===== config.mk =====
export PLATFORM = sky130hd
export DESIGN_NAME = bscu_core
export DESIGN_NICKNAME = d
export VERILOG_FILES = /design/src/verilog/bscu_pkg.sv /design/src/verilog/bscu_core.sv
export SDC_FILE = /design/constraint.sdc
export NUM_CORES = 1
export LEC_CHECK = 0
export BUFFER_PORTS_ARGS = -buffer_cell sky130_fd_sc_hd__buf_2
export CORE_UTILIZATION = 39
export DETAILED_ROUTE_END_ITERATION = 16
export GPL_TIMING_DRIVEN = 0
export HOLD_SLACK_MARGIN = 0.02
export PLACE_DENSITY = 0.62
export SLEW_MARGIN = 0
export SYNTH_ARGS = -nofsm -noshare
export SYNTH_HDL_FRONTEND = slang
export SYNTH_SLANG_ARGS = --single-unit

===== constraint.sdc =====
create_clock -name clock -period 2.5 [get_ports clock]
set_clock_uncertainty 0.15 [all_clocks]
set_input_delay 0.375 -clock clock [delete_from_list [all_inputs] [get_ports clock]]
set_output_delay 0.375 -clock clock [all_outputs]
set_load 0.02 [all_outputs]

===== src/verilog/bscu_pkg.sv =====
// shared types and constants of the branch, skip and compare unit
package bscu_pkg;

  // program counter and operand widths
  localparam int PC_W  = 16;
  localparam int OFF_W = 7;
  localparam int CNT_W = 3;

  // bit positions inside the condition flags register
  localparam int FLAG_C = 0;
  localparam int FLAG_Z = 1;
  localparam int FLAG_N = 2;
  localparam int FLAG_V = 3;
  localparam int FLAG_S = 4;
  localparam int FLAG_H = 5;
  localparam int FLAG_T = 6;
  localparam int FLAG_I = 7;

  // cycle counts per outcome
  localparam logic [CNT_W-1:0] CYC_CMP      = 3'h1;
  localparam logic [CNT_W-1:0] CYC_SKIP_NO  = 3'h1;
  localparam logic [CNT_W-1:0] CYC_SKIP_ONE = 3'h2;
  localparam logic [CNT_W-1:0] CYC_SKIP_TWO = 3'h3;
  localparam logic [CNT_W-1:0] CYC_BR_NOT   = 3'h1;
  localparam logic [CNT_W-1:0] CYC_BR_TAKEN = 3'h2;
  localparam logic [CNT_W-1:0] CYC_RET      = 3'h4;
  localparam logic [CNT_W-1:0] CYC_LAST     = 3'h1;

  // program counter steps
  localparam int STEP_NEXT     = 1;
  localparam int STEP_SKIP_ONE = 2;
  localparam int STEP_SKIP_TWO = 3;

  // operations handled by the unit
  typedef enum logic [4:0] {
    OP_NONE                        = 5'h00,
    OP_COMPARE_SKIP_EQUAL          = 5'h01,
    OP_COMPARE_REGISTERS           = 5'h02,
    OP_COMPARE_WITH_CARRY_IN       = 5'h03,
    OP_COMPARE_IMMEDIATE           = 5'h04,
    OP_SKIP_REG_BIT_CLEAR          = 5'h05,
    OP_SKIP_REG_BIT_SET            = 5'h06,
    OP_SKIP_IO_BIT_CLEAR           = 5'h07,
    OP_SKIP_IO_BIT_SET             = 5'h08,
    OP_BRANCH_FLAG_BIT_SET         = 5'h09,
    OP_BRANCH_FLAG_BIT_CLEAR       = 5'h0a,
    OP_BRANCH_EQUAL                = 5'h0b,
    OP_BRANCH_NOT_EQUAL            = 5'h0c,
    OP_BRANCH_CARRY_SET            = 5'h0d,
    OP_BRANCH_CARRY_CLEAR          = 5'h0e,
    OP_BRANCH_UNSIGNED_HIGHER_SAME = 5'h0f,
    OP_BRANCH_UNSIGNED_LOWER       = 5'h10,
    OP_BRANCH_MINUS                = 5'h11,
    OP_BRANCH_PLUS                 = 5'h12,
    OP_BRANCH_SIGNED_GREATER_EQUAL = 5'h13,
    OP_BRANCH_SIGNED_LESS          = 5'h14,
    OP_BRANCH_HALF_CARRY_SET       = 5'h15,
    OP_BRANCH_HALF_CARRY_CLEAR     = 5'h16,
    OP_BRANCH_TRANSFER_BIT_SET     = 5'h17,
    OP_BRANCH_TRANSFER_BIT_CLEAR   = 5'h18,
    OP_BRANCH_OVERFLOW_SET         = 5'h19,
    OP_BRANCH_OVERFLOW_CLEAR       = 5'h1a,
    OP_BRANCH_IRQ_ENABLED          = 5'h1b,
    OP_BRANCH_IRQ_DISABLED         = 5'h1c,
    OP_SUBROUTINE_RETURN           = 5'h1d,
    OP_INTERRUPT_RETURN            = 5'h1e
  } bscu_op_t;

  // one issued instruction with its operands
  typedef struct packed {
    bscu_op_t            op;
    logic [7:0]          rd;
    logic [7:0]          rr;
    logic [7:0]          imm;
    logic [2:0]          bit_sel;
    logic                io_bit;
    logic [OFF_W-1:0]    offset;
    logic                next_two_word;
    logic [PC_W-1:0]     pc;
    logic [PC_W-1:0]     ret_addr;
  } bscu_req_t;

  // completion record
  typedef struct packed {
    logic                done;
    logic                pc_load;
    logic [PC_W-1:0]     pc;
    logic                flags_we;
    logic [7:0]          flags;
    logic                skipped;
    logic                taken;
  } bscu_resp_t;

  // sequencer states
  typedef enum logic [1:0] {
    ST_IDLE = 2'b01,
    ST_WAIT = 2'b10
  } bscu_state_t;

endpackage


===== src/verilog/bscu_core.sv =====
// branch, skip and compare unit of the core's control flow
`timescale 1ns/100ps

module bscu_core #(
  parameter int PC_W = bscu_pkg::PC_W
) (
  // clock and reset
  input  wire logic              clock,
  input  wire logic              reset_n,
  // instruction issue
  input  wire logic              req_valid,
  input  bscu_pkg::bscu_req_t    req,
  output logic                   req_ready,
  // current condition flags
  input  wire logic [7:0]        flags_in,
  // completion towards program counter and flags
  output bscu_pkg::bscu_resp_t   resp
);
  import bscu_pkg::*;

  ////////////////////////////////////////////////////////////////////////////
  // elaboration check

  // the records carry the package width, so the parameter must agree
  // a narrower pc would also clip the sign-extended branch offset
  // the offset width bounds the smallest usable pc width
  // widening it alone is not enough: the package width must follow
  if (PC_W != bscu_pkg::PC_W || PC_W < OFF_W + 1) begin : g_bad_width
    $error("bscu_core: PC_W does not fit the request and response records");
  end

  ////////////////////////////////////////////////////////////////////////////
  // helper functions

  // step the program counter by a small constant
  // wraps at the top of program space, as the counter itself would
  // the step is an int so callers can pass the package constants
  function automatic logic [PC_W-1:0] pc_step(input logic [PC_W-1:0] pc,
                                              input int step);
    pc_step = pc + PC_W'(step);
  endfunction

  // flag test of the conditional branches
  // every form reads only the flags sampled with the request
  // the generic forms index the flag byte directly
  // same-or-higher and lower share the carry test of the carry forms
  // the signed forms combine negative and overflow, not the sign flag
  // unknown codes never branch
  function automatic logic branch_cond(input bscu_op_t op,
                                       input logic [2:0] sel,
                                       input logic [7:0] f);
    logic nv;
    nv = f[FLAG_N] ^ f[FLAG_V];
    unique case (op)
      OP_BRANCH_FLAG_BIT_SET:         branch_cond = f[sel];
      OP_BRANCH_FLAG_BIT_CLEAR:       branch_cond = !f[sel];
      OP_BRANCH_EQUAL:                branch_cond = f[FLAG_Z];
      OP_BRANCH_NOT_EQUAL:            branch_cond = !f[FLAG_Z];
      OP_BRANCH_CARRY_SET:            branch_cond = f[FLAG_C];
      OP_BRANCH_CARRY_CLEAR:          branch_cond = !f[FLAG_C];
      OP_BRANCH_UNSIGNED_HIGHER_SAME: branch_cond = !f[FLAG_C];
      OP_BRANCH_UNSIGNED_LOWER:       branch_cond = f[FLAG_C];
      OP_BRANCH_MINUS:                branch_cond = f[FLAG_N];
      OP_BRANCH_PLUS:                 branch_cond = !f[FLAG_N];
      OP_BRANCH_SIGNED_GREATER_EQUAL: branch_cond = !nv;
      OP_BRANCH_SIGNED_LESS:          branch_cond = nv;
      OP_BRANCH_HALF_CARRY_SET:       branch_cond = f[FLAG_H];
      OP_BRANCH_HALF_CARRY_CLEAR:     branch_cond = !f[FLAG_H];
      OP_BRANCH_TRANSFER_BIT_SET:     branch_cond = f[FLAG_T];
      OP_BRANCH_TRANSFER_BIT_CLEAR:   branch_cond = !f[FLAG_T];
      OP_BRANCH_OVERFLOW_SET:         branch_cond = f[FLAG_V];
      OP_BRANCH_OVERFLOW_CLEAR:       branch_cond = !f[FLAG_V];
      OP_BRANCH_IRQ_ENABLED:          branch_cond = f[FLAG_I];
      OP_BRANCH_IRQ_DISABLED:         branch_cond = !f[FLAG_I];
      default:                        branch_cond = 1'b0;
    endcase
  endfunction

  ////////////////////////////////////////////////////////////////////////////
  // operation classes

  wire logic is_cmp;
  wire logic is_skip;
  wire logic is_branch;
  wire logic is_ret;
  wire logic is_interrupt_return;

  // group the operation codes
  // returns and interrupt return share the reload path
  // is_ret includes the interrupt return
  // the branch group relies on contiguous codes in the package
  // anything outside these groups behaves as a one-cycle no-op
  assign is_cmp    = (req.op == OP_COMPARE_REGISTERS) ||
                     (req.op == OP_COMPARE_WITH_CARRY_IN) ||
                     (req.op == OP_COMPARE_IMMEDIATE);
  assign is_skip   = (req.op == OP_COMPARE_SKIP_EQUAL) ||
                     (req.op == OP_SKIP_REG_BIT_CLEAR) ||
                     (req.op == OP_SKIP_REG_BIT_SET) ||
                     (req.op == OP_SKIP_IO_BIT_CLEAR) ||
                     (req.op == OP_SKIP_IO_BIT_SET);
  assign is_branch = (req.op >= OP_BRANCH_FLAG_BIT_SET) &&
                     (req.op <= OP_BRANCH_IRQ_DISABLED);
  assign is_interrupt_return   = (req.op == OP_INTERRUPT_RETURN);
  assign is_ret    = (req.op == OP_SUBROUTINE_RETURN) || is_interrupt_return;

  ////////////////////////////////////////////////////////////////////////////
  // compare datapath

  wire logic [7:0] cmp_rhs;
  wire logic       cmp_cin;
  wire logic [8:0] cmp_diff;
  wire logic [4:0] cmp_half;
  wire logic [7:0] cmp_res;
  wire logic       cmp_z;
  wire logic       cmp_v;
  logic      [7:0] cmp_flags;

  // subtract without storing the result
  // nine bits keep the borrow out of bit 7 as the carry flag
  // the five-bit copy of the low nibble gives the half-carry borrow
  // only the carry-in form adds the old carry into the borrow chain
  // the immediate form reuses the register path with another operand
  // the difference never leaves this block
  assign cmp_rhs  = (req.op == OP_COMPARE_IMMEDIATE) ? req.imm : req.rr;
  assign cmp_cin  = (req.op == OP_COMPARE_WITH_CARRY_IN) & flags_in[FLAG_C];
  assign cmp_diff = {1'b0, req.rd} - {1'b0, cmp_rhs} - {8'h00, cmp_cin};
  assign cmp_half = {1'b0, req.rd[3:0]} - {1'b0, cmp_rhs[3:0]} - {4'h0, cmp_cin};
  assign cmp_res  = cmp_diff[7:0];

  // carry-in compare only keeps Z when the earlier bytes were equal
  // that way a chain of compares over a multi-byte value yields one Z
  // overflow is a borrow that flips the sign of the difference
  assign cmp_z = (cmp_res == 8'h00) &&
                 ((req.op != OP_COMPARE_WITH_CARRY_IN) || flags_in[FLAG_Z]);
  assign cmp_v = (req.rd[7] & ~cmp_rhs[7] & ~cmp_res[7]) |
                 (~req.rd[7] & cmp_rhs[7] & cmp_res[7]);

  // new flags: Z N V C H change, S T I stay
  // starting from the current byte keeps the untouched bits exact
  // Z N V C H are rewritten from the difference, with Z also gated by the old Z on the carry-in form
  always_comb begin
    cmp_flags         = flags_in;
    cmp_flags[FLAG_Z] = cmp_z;
    cmp_flags[FLAG_N] = cmp_res[7];
    cmp_flags[FLAG_V] = cmp_v;
    cmp_flags[FLAG_C] = cmp_diff[8];
    cmp_flags[FLAG_H] = cmp_half[4];
  end

  ////////////////////////////////////////////////////////////////////////////
  // skip and branch conditions

  wire logic reg_bit;
  wire logic skip_cond;
  wire logic br_cond;

  // pick the tested register bit
  // the register forms test the source operand, not the destination
  // bit_sel picks one of eight bits; no other range exists
  assign reg_bit = req.rr[req.bit_sel];

  // skip decision per skip form
  // the I/O bit arrives already read, so this block never waits for it
  // compare-skip-equal uses the full byte compare, not the subtractor
  // a false condition falls through to the plain next address
  assign skip_cond =
    ((req.op == OP_COMPARE_SKIP_EQUAL) && (req.rd == req.rr)) ||
    ((req.op == OP_SKIP_REG_BIT_CLEAR) && !reg_bit) ||
    ((req.op == OP_SKIP_REG_BIT_SET) && reg_bit) ||
    ((req.op == OP_SKIP_IO_BIT_CLEAR) && !req.io_bit) ||
    ((req.op == OP_SKIP_IO_BIT_SET) && req.io_bit);

  assign br_cond = is_branch && branch_cond(req.op, req.bit_sel, flags_in);

  ////////////////////////////////////////////////////////////////////////////
  // target and cycle count

  wire logic [PC_W-1:0]  off_ext;
  wire logic [PC_W-1:0]  pc_next;
  wire logic [PC_W-1:0]  pc_skip;
  wire logic [PC_W-1:0]  pc_branch;
  wire logic [PC_W-1:0]  tgt;
  wire logic [CNT_W-1:0] cycles;
  logic      [7:0]       interrupt_return_flags;

  // signed offset and the candidate targets
  // the offset is sign-extended first so backward branches wrap right
  // skip targets count from this instruction, not the next one
  // the skip length depends on whether the next instruction is two words
  // all arithmetic wraps at the program counter width
  assign off_ext   = {{(PC_W-OFF_W){req.offset[OFF_W-1]}}, req.offset};
  assign pc_next   = pc_step(req.pc, STEP_NEXT);
  assign pc_skip   = req.next_two_word ? pc_step(req.pc, STEP_SKIP_TWO)
                                       : pc_step(req.pc, STEP_SKIP_ONE);
  assign pc_branch = pc_next + off_ext;

  // choose the new program counter
  // returns win over everything; the stack word is taken as is
  // skips are tested before branches, which cannot both be true
  // an untaken branch or failed skip steps to the next word
  assign tgt = is_ret                  ? req.ret_addr :
               (is_skip && skip_cond)  ? pc_skip :
               br_cond                 ? pc_branch :
                                         pc_next;

  // cycles the instruction occupies
  // the count runs from the accepting edge to the completion pulse
  // compares and no-ops finish on the very next edge
  // returns always take the full four cycles
  assign cycles = is_ret    ? CYC_RET :
                  is_skip   ? (!skip_cond        ? CYC_SKIP_NO :
                               req.next_two_word ? CYC_SKIP_TWO
                                                 : CYC_SKIP_ONE) :
                  is_branch ? (br_cond ? CYC_BR_TAKEN : CYC_BR_NOT) :
                              CYC_CMP;

  // interrupt return raises the global enable
  // all other flag bits are passed back exactly as they came in
  // subroutine return leaves the flag byte unwritten
  always_comb begin
    interrupt_return_flags         = flags_in;
    interrupt_return_flags[FLAG_I] = 1'b1;
  end

  ////////////////////////////////////////////////////////////////////////////
  // result record

  bscu_resp_t res;
  wire logic  take;

  assign take = req_valid && req_ready;

  // skips and branches write no flag; only compares and interrupt_return do
  // done and pc_load are set together here; at the port pc_load stays high after the done pulse
  // skipped and taken are for tracing only and drive nothing
  // the flag byte is valid only while flags_we is high
  // only compares and interrupt return raise flags_we
  always_comb begin
    res          = '0;
    res.done     = 1'b1;
    res.pc_load  = 1'b1;
    res.pc       = tgt;
    res.flags_we = is_cmp || is_interrupt_return;
    res.flags    = is_interrupt_return ? interrupt_return_flags : (is_cmp ? cmp_flags : flags_in);
    res.skipped  = is_skip && skip_cond;
    res.taken    = br_cond;
  end

  ////////////////////////////////////////////////////////////////////////////
  // sequencer

  bscu_state_t      state_q;
  bscu_state_t      state_d;
  logic [CNT_W-1:0] cnt_q;
  logic [CNT_W-1:0] cnt_d;
  bscu_resp_t       pend_q;
  bscu_resp_t       pend_d;
  bscu_resp_t       resp_q;
  bscu_resp_t       resp_d;
  logic             ready_q;
  logic             ready_d;

  // one-cycle ops finish at once, longer ones wait out their count
  // the request port is closed while a long instruction runs,
  // so the core cannot issue past a pending branch or return
  // the result is held in pend_q and released on the last count
  // the counter is loaded with the count less the accepting cycle
  // and holds one in the cycle before the edge that publishes the result
  // done is a one-cycle pulse; the other fields stand until the next
  // completion so the core may read them late
  always_comb begin
    state_d = state_q;
    cnt_d   = cnt_q;
    pend_d  = pend_q;
    resp_d  = resp_q;
    ready_d = ready_q;
    resp_d.done = 1'b0;
    unique case (state_q)
      ST_IDLE: begin
        if (take) begin
          if (cycles == CYC_LAST) begin
            resp_d = res;
          end else begin
            pend_d  = res;
            cnt_d   = cycles - CYC_LAST;
            state_d = ST_WAIT;
            ready_d = 1'b0;
          end
        end
      end
      ST_WAIT: begin
        cnt_d = cnt_q - CYC_LAST;
        if (cnt_q == CYC_LAST) begin
          resp_d  = pend_q;
          state_d = ST_IDLE;
          ready_d = 1'b1;
        end
      end
    endcase
  end

  // state registers
  // reset opens the request port and clears the response record
  // an instruction in flight at reset is dropped without completion
  // no clock enable: every register updates on every edge
  always_ff @(posedge clock or negedge reset_n) begin
    if (!reset_n) begin
      state_q <= ST_IDLE;
      cnt_q   <= '0;
      pend_q  <= '0;
      resp_q  <= '0;
      ready_q <= 1'b1;
    end else begin
      state_q <= state_d;
      cnt_q   <= cnt_d;
      pend_q  <= pend_d;
      resp_q  <= resp_d;
      ready_q <= ready_d;
    end
  end

  // outputs straight from flops
  // no logic sits between the registers and the ports
  assign req_ready = ready_q;
  assign resp      = resp_q;

endmodule


# Yosys cells after proc, flatten, opt, wreduce, memory -nomap -nowiden
# Cells that the tools add are included.
# word_totals
ff_bits	63
inputBits	84
output_inout_bits	30
wordCells	154
# classes
n_addsub	10
order_cmp	3
eq_ne	40
mux	33
bitwise	11
n_reduce_logical	41
# op_table
cell	count
29-bit two-way mux	3
5-bit equality test, second input constant	15
16-bit two-way mux	4
29-bit case mux with 2 select lines	1
5-bit by 4-bit equality test with 1-bit output, second input constant	8
16-bit by 2-bit adder with 16-bit output, second input constant	2
5-bit by 3-bit equality test with 1-bit output, second input constant	4
1-bit case mux with 18 select lines	1
16-bit by 1-bit adder with 16-bit output, second input constant	1
16-bit adder	1
8-bit two-way mux	2
2-bit two-way mux	7
1-bit logical OR	13
1-bit zero test	11
5-bit by 2-bit equality test with 1-bit output, second input constant	2
1-bit logical AND	10
3-bit two-way mux	3
3-bit AND reduction	3
8-bit by 8-bit subtractor with 9-bit output	1
9-bit by 1-bit subtractor with 9-bit output	1
8-bit equality test	1
8-bit zero test	1
2-bit != test, second input constant	4
1-bit binary-select mux with 3-bit select	2
22 further kinds	37

# Longest topological paths before layout
# Gate-level depths: netlist of run 1.
# logic_depth
depth_word	15
ltp_mapped	17
depth_no_buf	15

# Worst setup path before layout of run 1
# No wires, ideal clock.
# synth_timing
path_kind	input port to flip-flop
from	input req[70] in the netlist's numbering
to	register pend_q[5] in the netlist's numbering
setup_time_ns	0.083
arrival_ns	4.387
required_time_ns	2.267
setup_slack_ns	-2.120
cell_stages	17
path_buffers	2
path_cell_list	clkbuf_1 > clkbuf_1 > nor2b_1 > nand2_1 > nor2_1 > mux2_2 > fa_1 > inv_1 > ha_1 > o21ai_0 > a31oi_1 > o21a_1 > o21a_1 > o311ai_0 > mux2i_1 > or2_2 > o21ai_0
# synth_between
elab_chain_len	12
word_cells_on_any_way	74
cone_classes	add/sub: 2; order compare: 2; eq/ne: 31; mux: 9; bitwise: 9; reduce/logical: 21
# synth_rtl
element	line_no	source
start: declaration	bscu_core.sv:12	input bscu_pkg::bscu_req_t req,
parallel branches: the longest is 12 deep, another holds 8-bit by 8-bit subtractor with 9-bit output	-	
end signal: assignment	bscu_core.sv:316	pend_q <= pend_d;
end: declaration	bscu_core.sv:256	bscu_resp_t pend_q;
# Parallel ways; which one is timed is not known.
# A chain may end at the register's enable or synchronous reset.

# Worst setup path in the final report of run 1
# layout_timing
from	input req[68] in the netlist's numbering
to	register resp_q, in the netlist resp[5]
# layout_between
elab_chain_len	12
word_cells_on_any_way	77
cone_classes	add/sub: 2; order compare: 2; eq/ne: 32; mux: 12; bitwise: 8; reduce/logical: 21
# layout_rtl
element	line_no	source
5-bit by 3-bit equality test with 1-bit output, or another cell as far along	bscu_core.sv:95, bscu_core.sv:124	
8-bit two-way mux, or another cell as far along	bscu_core.sv:124	assign cmp_rhs = (req.op == OP_COMPARE_IMMEDIATE) ? req.imm : req.rr;
8-bit by 8-bit subtractor with 9-bit output or 1-bit logical OR (tied branches)	bscu_core.sv:126, bscu_core.sv:167	
9-bit by 1-bit subtractor with 9-bit output or 1-bit logical OR (tied branches)	bscu_core.sv:126, bscu_core.sv:168	
1-bit NOT or 1-bit logical OR (tied branches)	bscu_core.sv:135, bscu_core.sv:169	
1-bit bitwise AND or 1-bit logical OR (tied branches)	bscu_core.sv:135, bscu_core.sv:170	
1-bit bitwise OR or 2-bit two-way mux (tied branches)	bscu_core.sv:135, bscu_core.sv:211	
6-bit two-way mux or 2-bit two-way mux (tied branches)	bscu_core.sv:244, bscu_core.sv:211	
8-bit two-way mux or 3-bit two-way mux (tied branches)	bscu_core.sv:244, bscu_core.sv:210	
29-bit two-way mux or 3-bit by 1-bit equality test with 1-bit output (tied branches)	bscu_core.sv:281	if (cycles == CYC_LAST) begin
29-bit two-way mux or 2-bit != test (tied branches)	-	
29-bit case mux with 2 select lines or 3-bit AND reduction (tied branches)	-	
end signal: assignment	bscu_core.sv:317	resp_q <= resp_d;
end: declaration	bscu_core.sv:258	bscu_resp_t resp_q;
# Several ways; a longest one is shown, not always the timed one. The select of a mux whose other input is x is not followed.

==> metrics.cfg, run 1 <==
[setup_path]
crit_path_start=req[68]
r2r_start=cnt_q[1]
cp-start-kind=input pin
worstPathMaxFanout=3
crit_required_ns=2.56
critPathCaptureType=register
cp.arrival_ns=3.64
crit_type=input pin to register

[synthesis]
syn_nets=831
yosysSeqAreaShare_pct=27.4
yosysTopAreaCellShare_pct=26.9
synth_cell_type_count=70
async_flop_share_pct=100
synth_area_um2=5670
synth_edf_count=0
synth_top_cells_by_area=dfrtp_1 (27%), ha_1 (8.4%), o21ai_0 (5.3%)
synth_largest_area_cell=dfrtp_1
synthFlopType=dfrtp_1
syn_inst=706
ys_seq_elements=62
synth.avg_cell_area_um2=8.03
yosysWarnings=0

[finish]
final_cell_mix=buf_2 (95), dfrtp_1 (61), buf_4 (57)
finalCoreUtilization_pct=62.5
layout-drive-gt1-share_pct=43.1
layout_commonest_cell=buf_2
fin_area_um2=8770
syn_to_final_growth_pct=54.6
diodes=0
layout.nets=1024

[worst_hold_path]
hold_path.class=input pin to asynchronous set/reset pin

[sta]
relSlewSlack_pct=43.3
rsz0062_at_grt=true
slew_violations=0
worstMarginPinSlew_ns=0.851
setup_viol=62
setup_slack_ns=-1.08
post-route-min-period_ns=3.58
timing.final.crit_share_pct=143
finalHoldViolCount=9
fin_tns_setup_ns=-46.27
fmax_ghz=0.279
worst_hold_slack_ns=-0.0275

[power_and_ir_drop]
p_leak_nw=3.96
cellPowerDensity_nw_per_um2=743
vdd_drop_max_mv=0.541
power.total_mw=6.51

[placement]
dpl-instance-area_um2=6900
routabilityCongestion=0.898
dp_hpwl_um=14200
port_buffers=104

[global_route]
grt_remaining_overflow=0
antenna_found_initial=0
grt_pass1_wl_um=33000
grt_pass1_vias=6362
track_usage_pct=28.9
grt_max_degree=63

[clock_network]
cts_sinks=62
hold_buffers=0
clk_latency_ns=0.33
cts_htree_levels=3
clk_pin_slew_ns=0.06
cts_max_path_buffers=2
clockRootBuffer=clkbuf_16
numCtsBuffers=9
cts_tree=built

[detailed_routing]
vias=6351
initialDrtViolationCount=480
drc=0
viasPerCell=5.86
final_antenna_net_count=0
firstDrtPassIters=5
post_drt_wl_per_cell_um=19.6
drt-total-wl_um=21300

[floorplan]
initial_core_util_pct=40.4
die_area_um2=15000
die_w_um=123
die_h_um=123
coreArea_um2=14000
ios=114
row_count=43

[outcome]
violations=negative hold slack, negative setup slack
status=finished with violations

[job]
cap_violations=0

area by class of cell:
cell class / count / area (um^2)
inverter: 45 / 171
fill: 1168 / 5270
sequential: 62 / 1550
tap: 180 / 225
clock inverter: 5 / 106
multi-input combinational: 557 / 4550
clock buffer: 11 / 243
buffer: 41 / 523
timing repair buffer: 183 / 1400
report_power, final:
| group | internal (mW) | total (mW) | leakage, nW | switching (mW) |
|---|---|---|---|---|
| clock network | 1.00 | 1.47 | 0.166 | 0.469 |
| registers | 1.38 | 1.69 | 0.820 | 0.314 |
| logic | 1.59 | 3.35 | 2.98 | 1.76 |
| total | 3.97 | 6.51 | 3.96 | 2.54 |
sequential cells by signal, indices dropped and copies added, names as in the netlist:
signal and flops:
resp 29, pend_q 28, cnt_q 3, state_q 2
metrics by stage:
step           worst slack, ns  std cells
5_1_grt                  -1.19       1084
4_1_cts                  -1.02       1071
2_1_floorplan            -1.18        706
3_3_place_gp             -1.70        990
3_5_place_dp             -1.79        990
6_report                 -1.08       1084
Yosys cell counts, types with 5 or more instances:
master    number
nor2b_1        8
or3_1          5
a31oi_1        6
inv_1         45
buf_2          9
nand3_1       28
dfrtp_1       61
and2_1         6
mux2i_1        9
ha_1          38
xor2_1        19
a221oi_1       5
o21ai_0       60
nand2b_1       8
mux2_2        11
a211oi_1       5
a21o_1         6
a21oi_1       49
clkbuf_1      30
xnor2_1       33
a22oi_1       20
nor3_1        13
o211ai_1       7
nor2_1        50
nand4_1       10
nand2_1       68
and3_1        17
worst paths after layout:
path	to	slack (ns)	cells after the start
min reg2reg	resp[27]	0.34	1
max	resp[5]	-1.08	18
max in group asynchronous	pend_q[16]	1.66	1
max reg2reg	resp[3]	-0.43	8
min	resp[26]	-0.03	1
min in group clock	pend_q[6]	0.12	3
critical path, stage by stage:
cell and delay [ns]:
buf_8 0.10, buf_6 0.11, buf_8 0.11, nor2b_4 0.11, nand2_2 0.07, nor2_4 0.17
mux2_4 0.32, fa_1 0.51, inv_1 0.05, ha_2 0.16, o21ai_2 0.13, a31oi_1 0.10
o21a_1 0.23, o21a_1 0.23, o311ai_4 0.35, mux2i_1 0.29, or2_4 0.18, o21ai_2 0.05
what timing repair did:
item	4_1_cts	5_1_grt
pin swaps	42	35
gates resized for setup	167	39
setup endpoints to repair	62	62
gates cloned	9	1
buffers inserted	57	18
cell families after synthesis:
group,after synthesis,synth area share (%)
buffers and inverters,88,6.15
adder cells (fa/ha/maj),41,9.44
AO/OA/AOI/OAI,201,22.5
flip-flops,62,27.4
multiplexers,25,5.69
AND/OR/NAND/NOR,237,20.8
XOR/XNOR,52,8.03
per-layer routing:
layer  global-route usage, %  share of wire, %  vias up
met3                    5.53               6.9       29
met5                       0                 0        -
li1                        -                 -     2942
met1                    38.6                43     3090
met4                    8.54               1.9        0
met2                    47.2                48      290
Note: power is estimated with default switching activity, not from simulation.
==> inputs of run 2 (changes only) <==
- PLACE_DENSITY: 0.62 -> 0.64
- clock period: 2.5 -> 2.9 ns (I/O delays scaled with it)
==> run 2 against run 1 <==
Effect of this change: the run ends with negative setup slack left; core utilization increased by 1.6 points; worst setup slack improved by 0.41 ns; worst hold slack improved by 0.052 ns; non-clock buffer count increased by 4; global-route usage decreased by 1.2 points; clock power decreased by 17%; die area unchanged; power decreased by 13%; largest cell class unchanged; flip-flop and latch count unchanged; critical endpoint unchanged.
==> metrics.cfg, run 2 (same netlist as run 1, synthesis figures left out) <==
[outcome]
status=finished with violations
violations=negative setup slack

[detailed_routing]
vias=6289
drc=0
drt-total-wl_um=21100
post_drt_wl_per_cell_um=19.4
initialDrtViolationCount=448
firstDrtPassIters=6
final_antenna_net_count=0
viasPerCell=5.79

[finish]
diodes=0
layout.nets=1027
fill_cells=1120
layout-drive-gt1-share_pct=46.0
seq_area_um2=1550
syn_to_final_growth_pct=58.6
finalCoreUtilization_pct=64.1
finalNonFillerCells=1087
largest_reg_flops=29
layout_commonest_cell=buf_2
final_cell_mix=buf_2 (91), dfrtp_1 (61), buf_4 (60)
multi_input_area_um2=4730

[sta]
slew_violations=0
timing.final.crit_share_pct=123
relSlewSlack_pct=44.4
setup_viol=62
post-route-min-period_ns=3.57
finalHoldViolCount=0
worstMarginPinSlew_ns=0.835
fmax_ghz=0.280
rsz0062_at_grt=true
setup_slack_ns=-0.667

[setup_path]
crit_required_ns=2.96
r2r_start=cnt_q[1]
crit_path_start=req[68]
cp-start-kind=input pin
critPathCaptureType=register
worstPathMaxFanout=3
cp.arrival_ns=3.63
crit_type=input pin to register

[clock_network]
clk_pin_slew_ns=0.06
cts_tree=built
clockRootBuffer=clkbuf_16
clk_latency_ns=0.33
cts_sinks=62
hold_buffers=0
cts_htree_levels=3
numCtsBuffers=9
cts_max_path_buffers=2

[power_and_ir_drop]
power.total_mw=5.64
p_leak_nw=4.01
cellPowerDensity_nw_per_um2=627
vdd_drop_max_mv=0.448

[floorplan]
initial_core_util_pct=40.4
coreArea_um2=14000
die_h_um=123
die_w_um=123
ios=114
die_area_um2=15000
row_count=43

[global_route]
grt_pass1_wl_um=31700
grt_pass1_vias=6034
grt_max_degree=63
track_usage_pct=27.7
grt_remaining_overflow=0
antenna_found_initial=0

[placement]
port_buffers=104
place_inst=990
routabilityCongestion=0.894
dp_hpwl_um=14000

[job]
cap_violations=0

[worst_hold_path]
hold_path.class=input pin to asynchronous set/reset pin

## run 2: cell count changes in the layout (fill, tap and decap cells not counted), moves of 4 or more
| cell | before | now |
|---|---|---|
| xor2_2 | 0 | 4 |
| ha_1 | 32 | 27 |
| xor2_1 | 19 | 15 |
| buf_12 | 2 | 6 |
| buf_2 | 95 | 91 |
| nor2_2 | 9 | 13 |
## run 2: repair_timing
action | CTS | global route
pin swaps | 59 | 62
endpoints found under the setup margin | 62 | 62
setup buffers | 53 | 23
gates resized for setup | 163 | 89
gates cloned | 9 | 0
## run 2: power breakdown
part           total [mW]  internal [mW]  switching (mW)
sequential           1.46           1.19           0.270
combinational        2.97           1.42            1.54
clock                1.22          0.804           0.412
total                5.64           3.41            2.23
## run 2: worst max-delay path, cell delays in order
cell      delay (ns)
buf_8           0.10
buf_6           0.11
buf_8           0.11
nor2b_4         0.11
nand2_2         0.07
nor2_4          0.15
mux2_4          0.32
fa_2            0.55
inv_2           0.05
ha_4            0.14
o21ai_2         0.13
a31oi_1         0.11
o21a_1          0.23
o21a_1          0.21
o311ai_4        0.29
mux2i_1         0.28
or2_4           0.16
o21ai_1         0.06
## run 2: path summary, 6_finish.rpt
kind / end / slack [ns] / cells past startpoint
min: resp[22] / 0.02 / 1
max in group asynchronous: state_q[1] / 2.03 / 1
min reg2reg: resp[27] / 0.32 / 1
min in group clock: pend_q[6] / 0.18 / 3
max: resp[5] / -0.67 / 18
max reg2reg: resp[19] / 0.07 / 8
## run 2: cell type report
cell class              count  share of cell area, %
flip-flops and latches     62                   17.3
multi-input cells         556                   52.6
well taps                 180                   2.50
repair buffers            188                   16.4
clock inverters             4                  0.862
plain buffers              40                   5.65
clock buffers              12                   2.85
inverters                  45                   1.91
## run 2: per-stage QoR
step / TNS [ns] / setup slack [ns] / instance area, um^2 / hold slack, ns
finish: -17.06 / -0.667 / 9000 / 0.0245
global route: -21.69 / -0.783 / 9000 / 0.0884
CTS: -18.28 / -0.668 / 8450 / 0.161
detailed placement: -61.30 / -1.42 / 6900 / 0.315
global placement: -59.44 / -1.36 / 6900 / 0.301
floorplan: -17.45 / -0.844 / 6160 / -0.0106
## run 2: per-layer routing
layer / up-vias / routed length (um) / track usage (%)
met1: 3068 / 9160 / 37.4
met5: - / 0 / 0
met3: 43 / 1340 / 4.97
met2: 240 / 10100 / 44.7
li1: 2938 / - / -
met4: 0 / 550 / 8.77
